File: config.mk
export PLATFORM = sky130hd
export DESIGN_NAME = pll_control_registers
export DESIGN_NICKNAME = d
export VERILOG_FILES = /design/src/pll_ctrl_pkg.sv /design/src/pll_control_registers.sv /design/src/osc_valid_sync.sv /design/src/lock_timer.sv
export VERILOG_INCLUDE_DIRS = /design/src
export SDC_FILE = /design/constraint.sdc
export NUM_CORES = 1
export LEC_CHECK = 0
export BUFFER_PORTS_ARGS = -buffer_cell sky130_fd_sc_hd__buf_2
export CAP_MARGIN = 20
export CORE_AREA = 2 2 226 228
export CTS_CLUSTER_SIZE = 16
export DETAILED_ROUTE_END_ITERATION = 6
export DIE_AREA = 0 0 228 230
export PLACE_DENSITY = 0.67
export SLEW_MARGIN = 10
export SYNTH_ARGS = -nofsm -noshare
export SYNTH_HDL_FRONTEND = slang
export SYNTH_SLANG_ARGS = --single-unit
File: constraint.sdc
create_clock -name core_clk -period 86.8 [get_ports core_clk]
set_input_delay 0 -clock core_clk [delete_from_list [all_inputs] [get_ports core_clk]]
set_output_delay 0 -clock core_clk [all_outputs]
set_load 0.005 [all_outputs]
File: src/pll_ctrl_map.svh
// register map, field positions, reset values and timing counts
// assumes the includer is compiled after this header and nothing else
`ifndef PLL_CTRL_MAP_SVH
`define PLL_CTRL_MAP_SVH

// special-function-register addresses
`define ADDR_CONTROL       8'h89
`define ADDR_PREDIV        8'h8d
`define ADDR_MULT          8'h8e
`define ADDR_FILTER        8'h8f

// control register fields
`define CTL_BIAS_BIT       0
`define CTL_RUN_BIT        1
`define CTL_SRC_BIT        2
`define CTL_LOCK_BIT       4

// writable masks, unused bits read zero
`define PREDIV_MASK        8'h1f
`define MULT_MASK          8'hff
`define FILTER_MASK        8'h3f

// reset values
`define RST_CONTROL        8'h00
`define RST_PREDIV         8'h01
`define RST_MULT           8'h01
`define RST_FILTER         8'h31

// zero-code factors
`define PREDIV_ZERO_FACTOR 6'h20
`define MULT_ZERO_FACTOR   9'h100

// timing
`define CLK_HZ             40000000
`define US_CYCLES          (`CLK_HZ / 1000000)
`define LOCK_TIME_US       202

`endif

File: src/pll_ctrl_pkg.sv
// types shared by the loop control block
// assumes nothing beyond a systemverilog compiler
`default_nettype none
package pll_ctrl_pkg;
	typedef logic [7:0] sfr_byte_t;
	typedef enum logic [1:0] {
		LOOP_OFF,
		LOOP_SETTLE,
		LOOP_LOCKED
	} loop_state_t;
endpackage
`default_nettype wire

File: src/pll_control_registers.sv
// loop control registers, factor decode and lock model
// assumes a byte-wide register port clocked by core_clk at 40 MHz
`include "pll_ctrl_map.svh"
`default_nettype none
module pll_control_registers
	import pll_ctrl_pkg::*;
#(
	parameter int LOCK_US = `LOCK_TIME_US
) (
	input  wire logic        core_clk,
	input  wire logic        sys_rst,
	input  wire logic [7:0]  sfr_addr,
	input  wire logic [7:0]  sfr_wdata,
	input  wire logic        sfr_wr,
	input  wire logic        sfr_rd,
	output logic      [7:0]  sfr_rdata,
	input  wire logic        ext_osc_valid,
	input  wire logic [16:0] int_ref_khz,
	input  wire logic [16:0] ext_ref_khz,
	output logic             loop_bias_power,
	output logic             loop_run_enable,
	output logic             ref_source_select,
	output logic      [5:0]  predivide_factor,
	output logic      [8:0]  multiply_factor,
	output logic      [1:0]  osc_range_select,
	output logic      [3:0]  loop_filter_range,
	output logic             lock_flag,
	output logic      [16:0] divided_ref_khz,
	output logic      [25:0] loop_out_khz
);

	////////////////////////////////////////////////////////////////////
	// register state
	localparam sfr_byte_t CTL_RST = `RST_CONTROL;
	localparam sfr_byte_t DIV_RST = `RST_PREDIV;
	localparam sfr_byte_t FLT_RST = `RST_FILTER;
	logic        bias_q;
	logic        bias_d;
	logic        run_q;
	logic        run_d;
	logic        src_q;
	logic        src_d;
	logic [4:0]  prediv_q;
	logic [4:0]  prediv_d;
	logic [7:0]  mult_q;
	logic [7:0]  mult_d;
	logic [5:0]  filt_q;
	logic [5:0]  filt_d;
	sfr_byte_t   rdata_q;
	sfr_byte_t   rdata_d;
	logic        cfg_write;

	logic        wr_ctl;
	logic        wr_div;
	logic        wr_mul;
	logic        wr_flt;

	assign wr_ctl = sfr_wr && (sfr_addr == `ADDR_CONTROL);
	assign wr_div = sfr_wr && (sfr_addr == `ADDR_PREDIV);
	assign wr_mul = sfr_wr && (sfr_addr == `ADDR_MULT);
	assign wr_flt = sfr_wr && (sfr_addr == `ADDR_FILTER);

	always_comb begin
		bias_d    = bias_q;
		run_d     = run_q;
		src_d     = src_q;
		prediv_d  = prediv_q;
		mult_d    = mult_q;
		filt_d    = filt_q;
		cfg_write = 1'b0;
		if (wr_ctl) begin
			// bit 3 and bits 7-5 are not stored
			bias_d = sfr_wdata[`CTL_BIAS_BIT];
			src_d  = sfr_wdata[`CTL_SRC_BIT];
			// run may only be raised once bias is already on;
			// clearing both in one write is fine
			if (!sfr_wdata[`CTL_RUN_BIT]) begin
				run_d = 1'b0;
			end else if (bias_q) begin
				run_d = 1'b1;
			end
			if (sfr_wdata[`CTL_SRC_BIT] != src_q) begin
				cfg_write = 1'b1;
			end
		end
		if (wr_div) begin
			prediv_d  = 5'(sfr_wdata & `PREDIV_MASK);
			cfg_write = 1'b1;
		end
		if (wr_mul) begin
			mult_d    = sfr_wdata & `MULT_MASK;
			cfg_write = 1'b1;
		end
		if (wr_flt) begin
			filt_d    = 6'(sfr_wdata & `FILTER_MASK);
			cfg_write = 1'b1;
		end
	end

	always_ff @(posedge core_clk) begin
		if (sys_rst) begin
			bias_q   <= CTL_RST[`CTL_BIAS_BIT];
			run_q    <= CTL_RST[`CTL_RUN_BIT];
			src_q    <= CTL_RST[`CTL_SRC_BIT];
			prediv_q <= DIV_RST[4:0];
			mult_q   <= `RST_MULT;
			filt_q   <= FLT_RST[5:0];
		end else begin
			bias_q   <= bias_d;
			run_q    <= run_d;
			src_q    <= src_d;
			prediv_q <= prediv_d;
			mult_q   <= mult_d;
			filt_q   <= filt_d;
		end
	end

	////////////////////////////////////////////////////////////////////
	// external reference valid, from a pin
	logic ext_valid;

	osc_valid_sync u_ext_sync (
		.core_clk  (core_clk),
		.sys_rst   (sys_rst),
		.pin_in    (ext_osc_valid),
		.level_out (ext_valid)
	);

	////////////////////////////////////////////////////////////////////
	// lock model
	loop_state_t state_q;
	loop_state_t state_d;
	logic        loop_active;
	logic        ref_ok;
	logic        timer_run;
	logic        timer_restart;
	logic        timer_done;

	// a missing external reference keeps the loop from locking, so
	// software that skips the settle check sees no false lock
	assign ref_ok      = !src_q || ext_valid;
	assign loop_active = bias_q && run_q;

	always_comb begin
		state_d       = state_q;
		timer_restart = 1'b0;
		case (state_q)
			LOOP_OFF: begin
				if (loop_active && ref_ok) begin
					state_d       = LOOP_SETTLE;
					timer_restart = 1'b1;
				end
			end
			LOOP_SETTLE: begin
				if (!loop_active || !ref_ok) begin
					state_d = LOOP_OFF;
				end else if (cfg_write) begin
					timer_restart = 1'b1;
				end else if (timer_done) begin
					state_d = LOOP_LOCKED;
				end
			end
			LOOP_LOCKED: begin
				if (!loop_active || !ref_ok) begin
					state_d = LOOP_OFF;
				end else if (cfg_write) begin
					// retuning a running loop loses lock
					state_d       = LOOP_SETTLE;
					timer_restart = 1'b1;
				end
			end
			default: begin
				state_d = LOOP_OFF;
			end
		endcase
	end

	always_ff @(posedge core_clk) begin
		if (sys_rst) begin
			state_q <= LOOP_OFF;
		end else begin
			state_q <= state_d;
		end
	end

	assign timer_run = (state_q == LOOP_SETTLE);

	lock_timer #(
		.US_CYCLES (`US_CYCLES),
		.LOCK_US   (LOCK_US)
	) u_lock_timer (
		.core_clk (core_clk),
		.sys_rst  (sys_rst),
		.run      (timer_run),
		.restart  (timer_restart),
		.done     (timer_done)
	);

	////////////////////////////////////////////////////////////////////
	// factor decode and frequency model
	logic [5:0]  m_d;
	logic [5:0]  m_q;
	logic [8:0]  n_d;
	logic [8:0]  n_q;
	logic [16:0] ref_khz;
	logic [16:0] dref_d;
	logic [16:0] dref_q;
	logic [25:0] fout_d;
	logic [25:0] fout_q;
	logic [25:0] prod;

	always_comb begin
		if (prediv_q == 5'h00) begin
			m_d = `PREDIV_ZERO_FACTOR;
		end else begin
			m_d = {1'b0, prediv_q};
		end
		if (mult_q == 8'h00) begin
			n_d = `MULT_ZERO_FACTOR;
		end else begin
			n_d = {1'b0, mult_q};
		end
		ref_khz = src_q ? ext_ref_khz : int_ref_khz;
		prod    = 26'(ref_khz) * 26'(n_d);
		dref_d  = ref_khz / 17'(m_d);
		// whole divide after multiply truncates only once, dropping the remainder
		fout_d  = prod / 26'(m_d);
		if (!loop_active) begin
			fout_d = 26'h0000000;
		end
	end

	always_ff @(posedge core_clk) begin
		if (sys_rst) begin
			m_q    <= 6'h01;
			n_q    <= 9'h001;
			dref_q <= 17'h00000;
			fout_q <= 26'h0000000;
		end else begin
			m_q    <= m_d;
			n_q    <= n_d;
			dref_q <= dref_d;
			fout_q <= fout_d;
		end
	end

	////////////////////////////////////////////////////////////////////
	// read path
	always_comb begin
		rdata_d = rdata_q;
		if (sfr_rd) begin
			case (sfr_addr)
				`ADDR_CONTROL: begin
					rdata_d = 8'h00;
					rdata_d[`CTL_LOCK_BIT] = (state_q == LOOP_LOCKED);
					rdata_d[`CTL_SRC_BIT]  = src_q;
					rdata_d[`CTL_RUN_BIT]  = run_q;
					rdata_d[`CTL_BIAS_BIT] = bias_q;
				end
				`ADDR_PREDIV: rdata_d = {3'h0, prediv_q};
				`ADDR_MULT:   rdata_d = mult_q;
				`ADDR_FILTER: rdata_d = {2'h0, filt_q};
				default:      rdata_d = 8'h00;
			endcase
		end
	end

	always_ff @(posedge core_clk) begin
		if (sys_rst) begin
			rdata_q <= 8'h00;
		end else begin
			rdata_q <= rdata_d;
		end
	end

	////////////////////////////////////////////////////////////////////
	// outputs to the analog loop
	assign sfr_rdata         = rdata_q;
	assign loop_bias_power   = bias_q;
	assign loop_run_enable   = loop_active;
	assign ref_source_select = src_q;
	assign predivide_factor  = m_q;
	assign multiply_factor   = n_q;
	assign osc_range_select  = filt_q[5:4];
	assign loop_filter_range = filt_q[3:0];
	assign lock_flag         = (state_q == LOOP_LOCKED);
	assign divided_ref_khz   = dref_q;
	assign loop_out_khz      = fout_q;

endmodule
`default_nettype wire

File: src/osc_valid_sync.sv
// three-stage synchroniser for the oscillator-valid pin
// assumes the pin is asynchronous to core_clk
`default_nettype none
module osc_valid_sync (
	input  wire logic core_clk,
	input  wire logic sys_rst,
	input  wire logic pin_in,
	output logic      level_out
);
	logic s1_q;
	logic s2_q;
	logic s3_q;
	logic out_q;
	logic out_d;

	// the first stage feeds only the second
	always_comb begin
		out_d = out_q;
		if (s2_q == s3_q) begin
			out_d = s3_q;
		end
	end

	always_ff @(posedge core_clk) begin
		if (sys_rst) begin
			s1_q  <= 1'b0;
			s2_q  <= 1'b0;
			s3_q  <= 1'b0;
			out_q <= 1'b0;
		end else begin
			s1_q  <= pin_in;
			s2_q  <= s1_q;
			s3_q  <= s2_q;
			out_q <= out_d;
		end
	end

	assign level_out = out_q;
endmodule
`default_nettype wire

File: src/lock_timer.sv
// counts the modelled lock interval in microsecond ticks
// assumes run is a level on core_clk and restart a one-cycle pulse
`default_nettype none
module lock_timer #(
	parameter int US_CYCLES = 40,
	parameter int LOCK_US   = 202
) (
	input  wire logic core_clk,
	input  wire logic sys_rst,
	input  wire logic run,
	input  wire logic restart,
	output logic      done
);
	localparam int DW = $clog2(US_CYCLES + 1);
	localparam int UW = $clog2(LOCK_US + 1);

	logic [DW-1:0] div_q;
	logic [DW-1:0] div_d;
	logic [UW-1:0] us_q;
	logic [UW-1:0] us_d;
	logic          done_q;
	logic          done_d;
	logic          tick;

	////////////////////////////////////////////////////////////////////
	// microsecond enable and interval count
	always_comb begin
		tick   = 1'b0;
		div_d  = div_q;
		us_d   = us_q;
		done_d = done_q;
		if (!run || restart) begin
			div_d  = '0;
			us_d   = '0;
			done_d = 1'b0;
		end else if (!done_q) begin
			if (div_q == DW'(US_CYCLES - 1)) begin
				div_d = '0;
				tick  = 1'b1;
			end else begin
				div_d = div_q + DW'(1);
			end
			if (tick) begin
				us_d = us_q + UW'(1);
				if (us_q == UW'(LOCK_US - 1)) begin
					done_d = 1'b1;
				end
			end
		end
	end

	always_ff @(posedge core_clk) begin
		if (sys_rst) begin
			div_q  <= '0;
			us_q   <= '0;
			done_q <= 1'b0;
		end else begin
			div_q  <= div_d;
			us_q   <= us_d;
			done_q <= done_d;
		end
	end

	assign done = done_q;
endmodule
`default_nettype wire

# After elaboration in Yosys (flattened, before gate mapping)
# Index checks and enable logic that the tools add are counted.
classes:
  addsub: 2
  mul: 1
  div_mod_pow: 2
  eq_ne: 15
  mux: 29
  bitwise_logic: 2
  n_reduce_logical: 22
op_table:
  columns: ["operator", "n"]
  rows:
  - ["$eq A8 B8 Y1 const B", 5]
  - ["$pmux W8 S4", 1]
  - ["$div A26 B6 Y26", 1]
  - ["$mul A17 B9 Y26", 1]
  - ["$div A17 B6 Y17", 1]
  - ["$mux W17", 1]
  - ["$mux W1", 16]
  - ["$mux W2", 6]
  - ["$mux W6", 2]
  - ["$mux W9", 1]
  - ["$add A8 B1 Y8 const B", 1]
  - ["$logic_not A8 Y1", 1]
  - ["$add A6 B1 Y6 const B", 1]
  - ["$eq A6 B6 Y1 const B", 1]
  - ["$logic_and A1 B1 Y1", 6]
  - ["$ne A3 B3 Y1 const B", 2]
  - ["$pmux W2 S3", 1]
  - ["$reduce_or A2 Y1", 3]
  - ["$logic_not A5 Y1", 1]
  - ["$logic_not A1 Y1", 4]
  - ["$reduce_and A2 Y1", 2]
  - ["$reduce_and A4 Y1", 1]
  - ["$logic_or A1 B1 Y1", 3]
  - ["$ne A3 B1 Y1 const B", 1]
  - ["9 further kinds", 10]
totals:
  register_bits: 109
  in_bits: 55
  output_inout_bits: 76
  word_cells: 92

# Longest topological paths before layout
logic_depth:
  ltp_word: 13
  depth_mapped: 339
  ltp_nobuf: 315

# Modules after synthesis
# Synthesis repeated with hierarchy kept, for this count alone.
unflattened:
  hier_cells: 3415
  area_unflattened_um2: 25524.5
modules_own_cells:
  columns: ["mod", "n_inst", "cells_each", "area_per_inst_um2", "seq_area_each_um2"]
  rows:
  - ["pll_control_registers", 1, 3318, 24603.6, 1801.7]
  - ["lock_timer", 1, 87, 808.3, 300.3]
  - ["osc_valid_sync", 1, 10, 112.6, 80.1]

# Worst setup path before layout
# Ideal clock, no wire load.
synth_timing:
  kind: "reg-to-reg"
  start: "register src_q (netlist: ref_source_select)"
  end: "register fout_q[0] (netlist: loop_out_khz[0])"
  setup_ns: 0.129
  t_arrival_ns: 61.827
  t_required_ns: 86.671
  slack_ns: 24.844
  stages_incl_launch_ff: 317
  n_path_buf: 25
  period_less_slack_ns: 61.956
  path_cell_list: "dfxtp_1 -> clkbuf_1 -> buf_1 -> buf_1 -> mux2_2 -> clkbuf_1 -> and2_1 -> fa_1 -> fa_1 -> fa_1 -> inv_1 -> fa_1 -> inv_1 -> ha_1 -> and2_1 -> a21bo_2 -> a221oi_2 -> a21o_1 -> [... 281 more ...] -> nand3_2 -> nor4_2 -> and2_1 -> buf_4 -> nand2_1 -> o21ai_1 -> ha_1 -> a21o_1 -> a21oi_1 -> nor2b_1 -> o21ai_0 -> nand2b_1 -> a211oi_1 -> o2111ai_1 -> a2111oi_1 -> o311ai_1 -> a211oi_2 -> a31oi_1"
synth_between:
  elab_chain_cells: 3
synth_rtl:
  columns: ["element", "line_no", "source"]
  rows:
  - ["start, declared", "pll_control_registers.sv:41", "logic src_q;"]
  - ["start signal, assigned", "pll_control_registers.sv:104", "src_q <= CTL_RST[`CTL_SRC_BIT];"]
  - ["start signal, assigned", "pll_control_registers.sv:111", "src_q <= src_d;"]
  - ["$mux W17", "pll_control_registers.sv:223", "ref_khz = src_q ? ext_ref_khz : int_ref_khz;"]
  - ["$mul A17 B9 Y26", "pll_control_registers.sv:224", "prod = 26'(ref_khz) * 26'(n_d);"]
  - ["$div A26 B6 Y26", "pll_control_registers.sv:227", "fout_d = prod / 26'(m_d);"]
  - ["end signal, assigned", "pll_control_registers.sv:243", "fout_q <= fout_d;"]
  - ["end, declared", "pll_control_registers.sv:209", "logic [25:0] fout_q;"]
# Every way passes these cells.
# A chain may end at the register's enable or synchronous reset.

# Final worst setup path
# Ends and elaborated chain as after synthesis.

==> summary.txt <==
Floorplan
  – IO Pins: 131
  – Starting Density: 0.4953
  – Die width: 228 um
  – Die area: 52440 um^2
  – Die height: 230 um
  – Core area: 49860 um^2
  – FP Rows: 82

Synthesis
  – Syn_area_per_cell: 7.426 um^2
  – Number of synthesized flops with an enable pin: 0
  – Post-Synth XOR/XNOR Area: 0.04818
  – Ys Warns: 0
  – Mux share of post-synthesis cell area: 0.04463
  – Post-synth ARST share: 0
  – Main combinational cell family by area after synthesis: simple AND/OR/NAND/NOR gates
  – Top FF cell, synth: dfxtp_1
  – Sequential area share after synthesis: 0.08835
  – Post-synthesis compound-gate area fraction: 0.2529
  – Synthesized Nets: 3771
  – Top post-synthesis cells by area: ha_1 14%, dfxtp_1 8.8%, fa_1 8.6%, nor2_1 5.3%, o21a_1 5.0%
  – Syn Std Cell Area: 24700 um^2
  – Post-synth top area cell: ha_1
  – Yosys reg bits: 109
  – Distinct cells, synth: 131
  – Yosys top cell area share: 0.1439
  – Post-synthesis adder-cell area fraction: 0.2310
  – Post-Synth Simple-Gate Area: 0.2861
  – Synth Instances: 3326

Setup path
  – Critical Path Source Type: flip-flop
  – Largest stage delay, worst path: 840 ps
  – CP Data Required Time: 87080 ps
  – Critical path data arrival time: 72430 ps
  – Worst-path fanout max: 19
  – Delay-heaviest family, CP: compound AO/OA/AOI/OAI gates
  – CP Class: flip-flop to flip-flop
  – Crit-path slowest cell: or4_1
  – Buf+Inv Stages, Crit Path: 16
  – CP Capture Type: flip-flop
  – CP dominant cell by count: o21a_1

Clock tree
  – Clock transition at path regs: 100 ps
  – Clk_lat worst skew: 410 ps
  – CTS Buf Count: 9
  – Max Root-Sink Buffers: 2
  – CTS tree: done
  – Post-CTS Resized: 0
  – Clock sinks: 109
  – Root Buffer: clkbuf_16
  – H-tree depth: 3

Route
  – Post-DRT Antenna Nets: 0
  – Pre-Repair DR Iteration Count: 7
  – Detailed Route WL: 72.14 mm
  – Drt drc: 1
  – Initial detailed-routing violation count: 1805
  – DR vias: 25.07k
  – Routed vias/inst: 6.167
  – Wirelength per Cell: 17.75 um

Timing
  – Fin crit share: 0.8312
  – Post-Route Skew: 21.03 ps
  – Max-slew violations: 0
  – Worst hold slack: 52.77 ps
  – Setup ws final: 14660 ps
  – Post-layout min period: 72140 ps
  – Setup Viol. Count Final: 0
  – Worst slew margin: 0.2970
  – Setup TNS: 0 ps
  – Worst slew pin tran: 1052 ps
  – Max Clock Freq: 0.01386 GHz
  – Final Hold Fails: 0
  – RSZ-0062 raised after global routing: false

Place
  – Dpl ws: 15830 ps
  – GP Congestion: 0.8931
  – Input/output buffers: 130
  – DPL Wire Length: 56.24 mm

Cells and area
  – Fraction of layout cells with a size suffix above 1: 0.09962
  – Inserted Diodes: 0
  – Area added between synthesis and finish: 6.596%
  – Multi-input combinational cell area: 21340 um^2
  – Final nets: 3833
  – Storage cell area: 2182 um^2
  – Fillers: 4900

Global routing
  – Largest net degree at the start of global routing: 71
  – First-pass GRT wire length: 119.7 mm
  – Total GRT Usage: 0.2700
  – Initial antenna violation count: 0
  – Grt total ovfl: 0
  – Number of global-route vias before repair: 24.21k

Min path
  – Hold WC Path Type: primary input to flip-flop

Outcome
  – Outcome: finished, violations left
  – Failing checks: design-rule violations

Job
  – Max cap viols: 0
area by class of cell:
cell class	count	area share
clock buffer	9	0.008554
clock inverter	7	0.003849
sequential	109	0.08288
inverter	194	0.02766
timing repair buffer	161	0.03450
multi-input combinational	2913	0.8106
tap	672	0.03194
sequential cells by signal, indices dropped and copies added, names as in the netlist:
name and cells:
divided_ref_khz 17, filt_q 6, loop_bias_power 1, loop_out_khz 26
mult_q 8, multiply_factor 9, prediv_q 5, predivide_factor 6
ref_source_select 1, run_q 1, sfr_rdata 8, state_q 2
u_ext_sync.level_out 1, u_ext_sync.s1_q 1, u_ext_sync.s2_q 1, u_ext_sync.s3_q 1
u_lock_timer.div_q 6, u_lock_timer.done 1, u_lock_timer.us_q 8
through the flow:
stage          std cells    util  area, um^2
2_1_floorplan       3326       -       24700
5_1_grt             4065  0.5280       26330
4_1_cts             4065  0.5280       26330
3_3_place_gp        4039  0.5192       25890
3_5_place_dp        4039  0.5194       25900
6_report            4065  0.5280       26330
layout by cell type (no fill, tap or decap), drive strengths merged, types with 12 or more instances in the layout:
master	count
dfxtp	109
mux2i	52
nand2b	47
and4	12
nor4	26
inv	189
xor2	49
a21oi	199
or2	33
nand3	86
ha	284
nor2	353
nor3	202
o21ai	155
nand2	295
fa	106
a211o	21
buf	151
a21boi	13
o211ai	29
and3	38
a21o	53
o31ai	54
o21a	165
nand4	32
a211oi	37
a31oi	32
xnor2	86
nor2b	51
and2	106
mux2	51
or4	12
or3	43
worst reg2reg max path, delay by kind of cell (launching register included):
kind	cells	cell delay (ps)
compound gates	151	33630
simple gates	93	24080
fa+ha+maj	31	9950
buf+inv	16	2040
mux	4	1560
flops	1	620
xor+xnor	1	150
synth_stat cells, types with 15 or more instances:
cell	count
buf_2	15
xor2_1	49
nor3_1	191
mux2i_1	50
nand4_1	31
nor2_1	349
nor2b_1	51
mux2_2	48
inv_1	186
nand2_1	294
nor4_1	19
o211ai_1	27
and3_1	37
a211o_1	20
o21ai_0	125
a21o_1	53
dfxtp_1	109
a21oi_1	197
o31ai_1	54
or3_1	39
clkbuf_1	81
and2_1	104
xnor2_1	85
ha_1	284
or2_2	28
nand3_1	83
o21a_1	164
a211oi_1	33
nand2b_1	47
a31oi_1	30
o21ai_1	25
fa_1	106
logic make-up after synthesis:
family	count (synthesis)
buffers and inverters	304
adder cells (fa/ha/maj)	393
flip-flops	109
XOR/XNOR	135
multiplexers	103
AND/OR/NAND/NOR	1383
AO/OA/AOI/OAI	899
routing by layer:
| metal | GRT usage | up-vias | share of wire |
|---|---|---|---|
| met5 | 0 | - | 0 |
| met4 | 0.07414 | 0 | 0.022 |
| met3 | 0.03125 | 114 | 0.053 |
| met2 | 0.4445 | 768 | 0.45 |
| met1 | 0.3732 | 11956 | 0.48 |
| li1 | - | 12230 | - |
timing repair:
action,CTS,global route
hold buffers,10,0
setup buffers,0,0
endpoints found under the hold margin,26,0
final timing paths:
kind | start | end | slack [ps] | cells past startpoint
max | ref_source_select | loop_out_khz[0] | 14660 | 296
min reg2reg | u_ext_sync.s1_q | u_ext_sync.s2_q | 450 | 1
max reg2reg | ref_source_select | loop_out_khz[0] | 14660 | 296
min | sfr_wr | filt_q[2] | 50 | 3
Power is left out: the tool's default activity adds up to more than one toggle a clock period on the data nets, which glitch-free logic cannot reach.
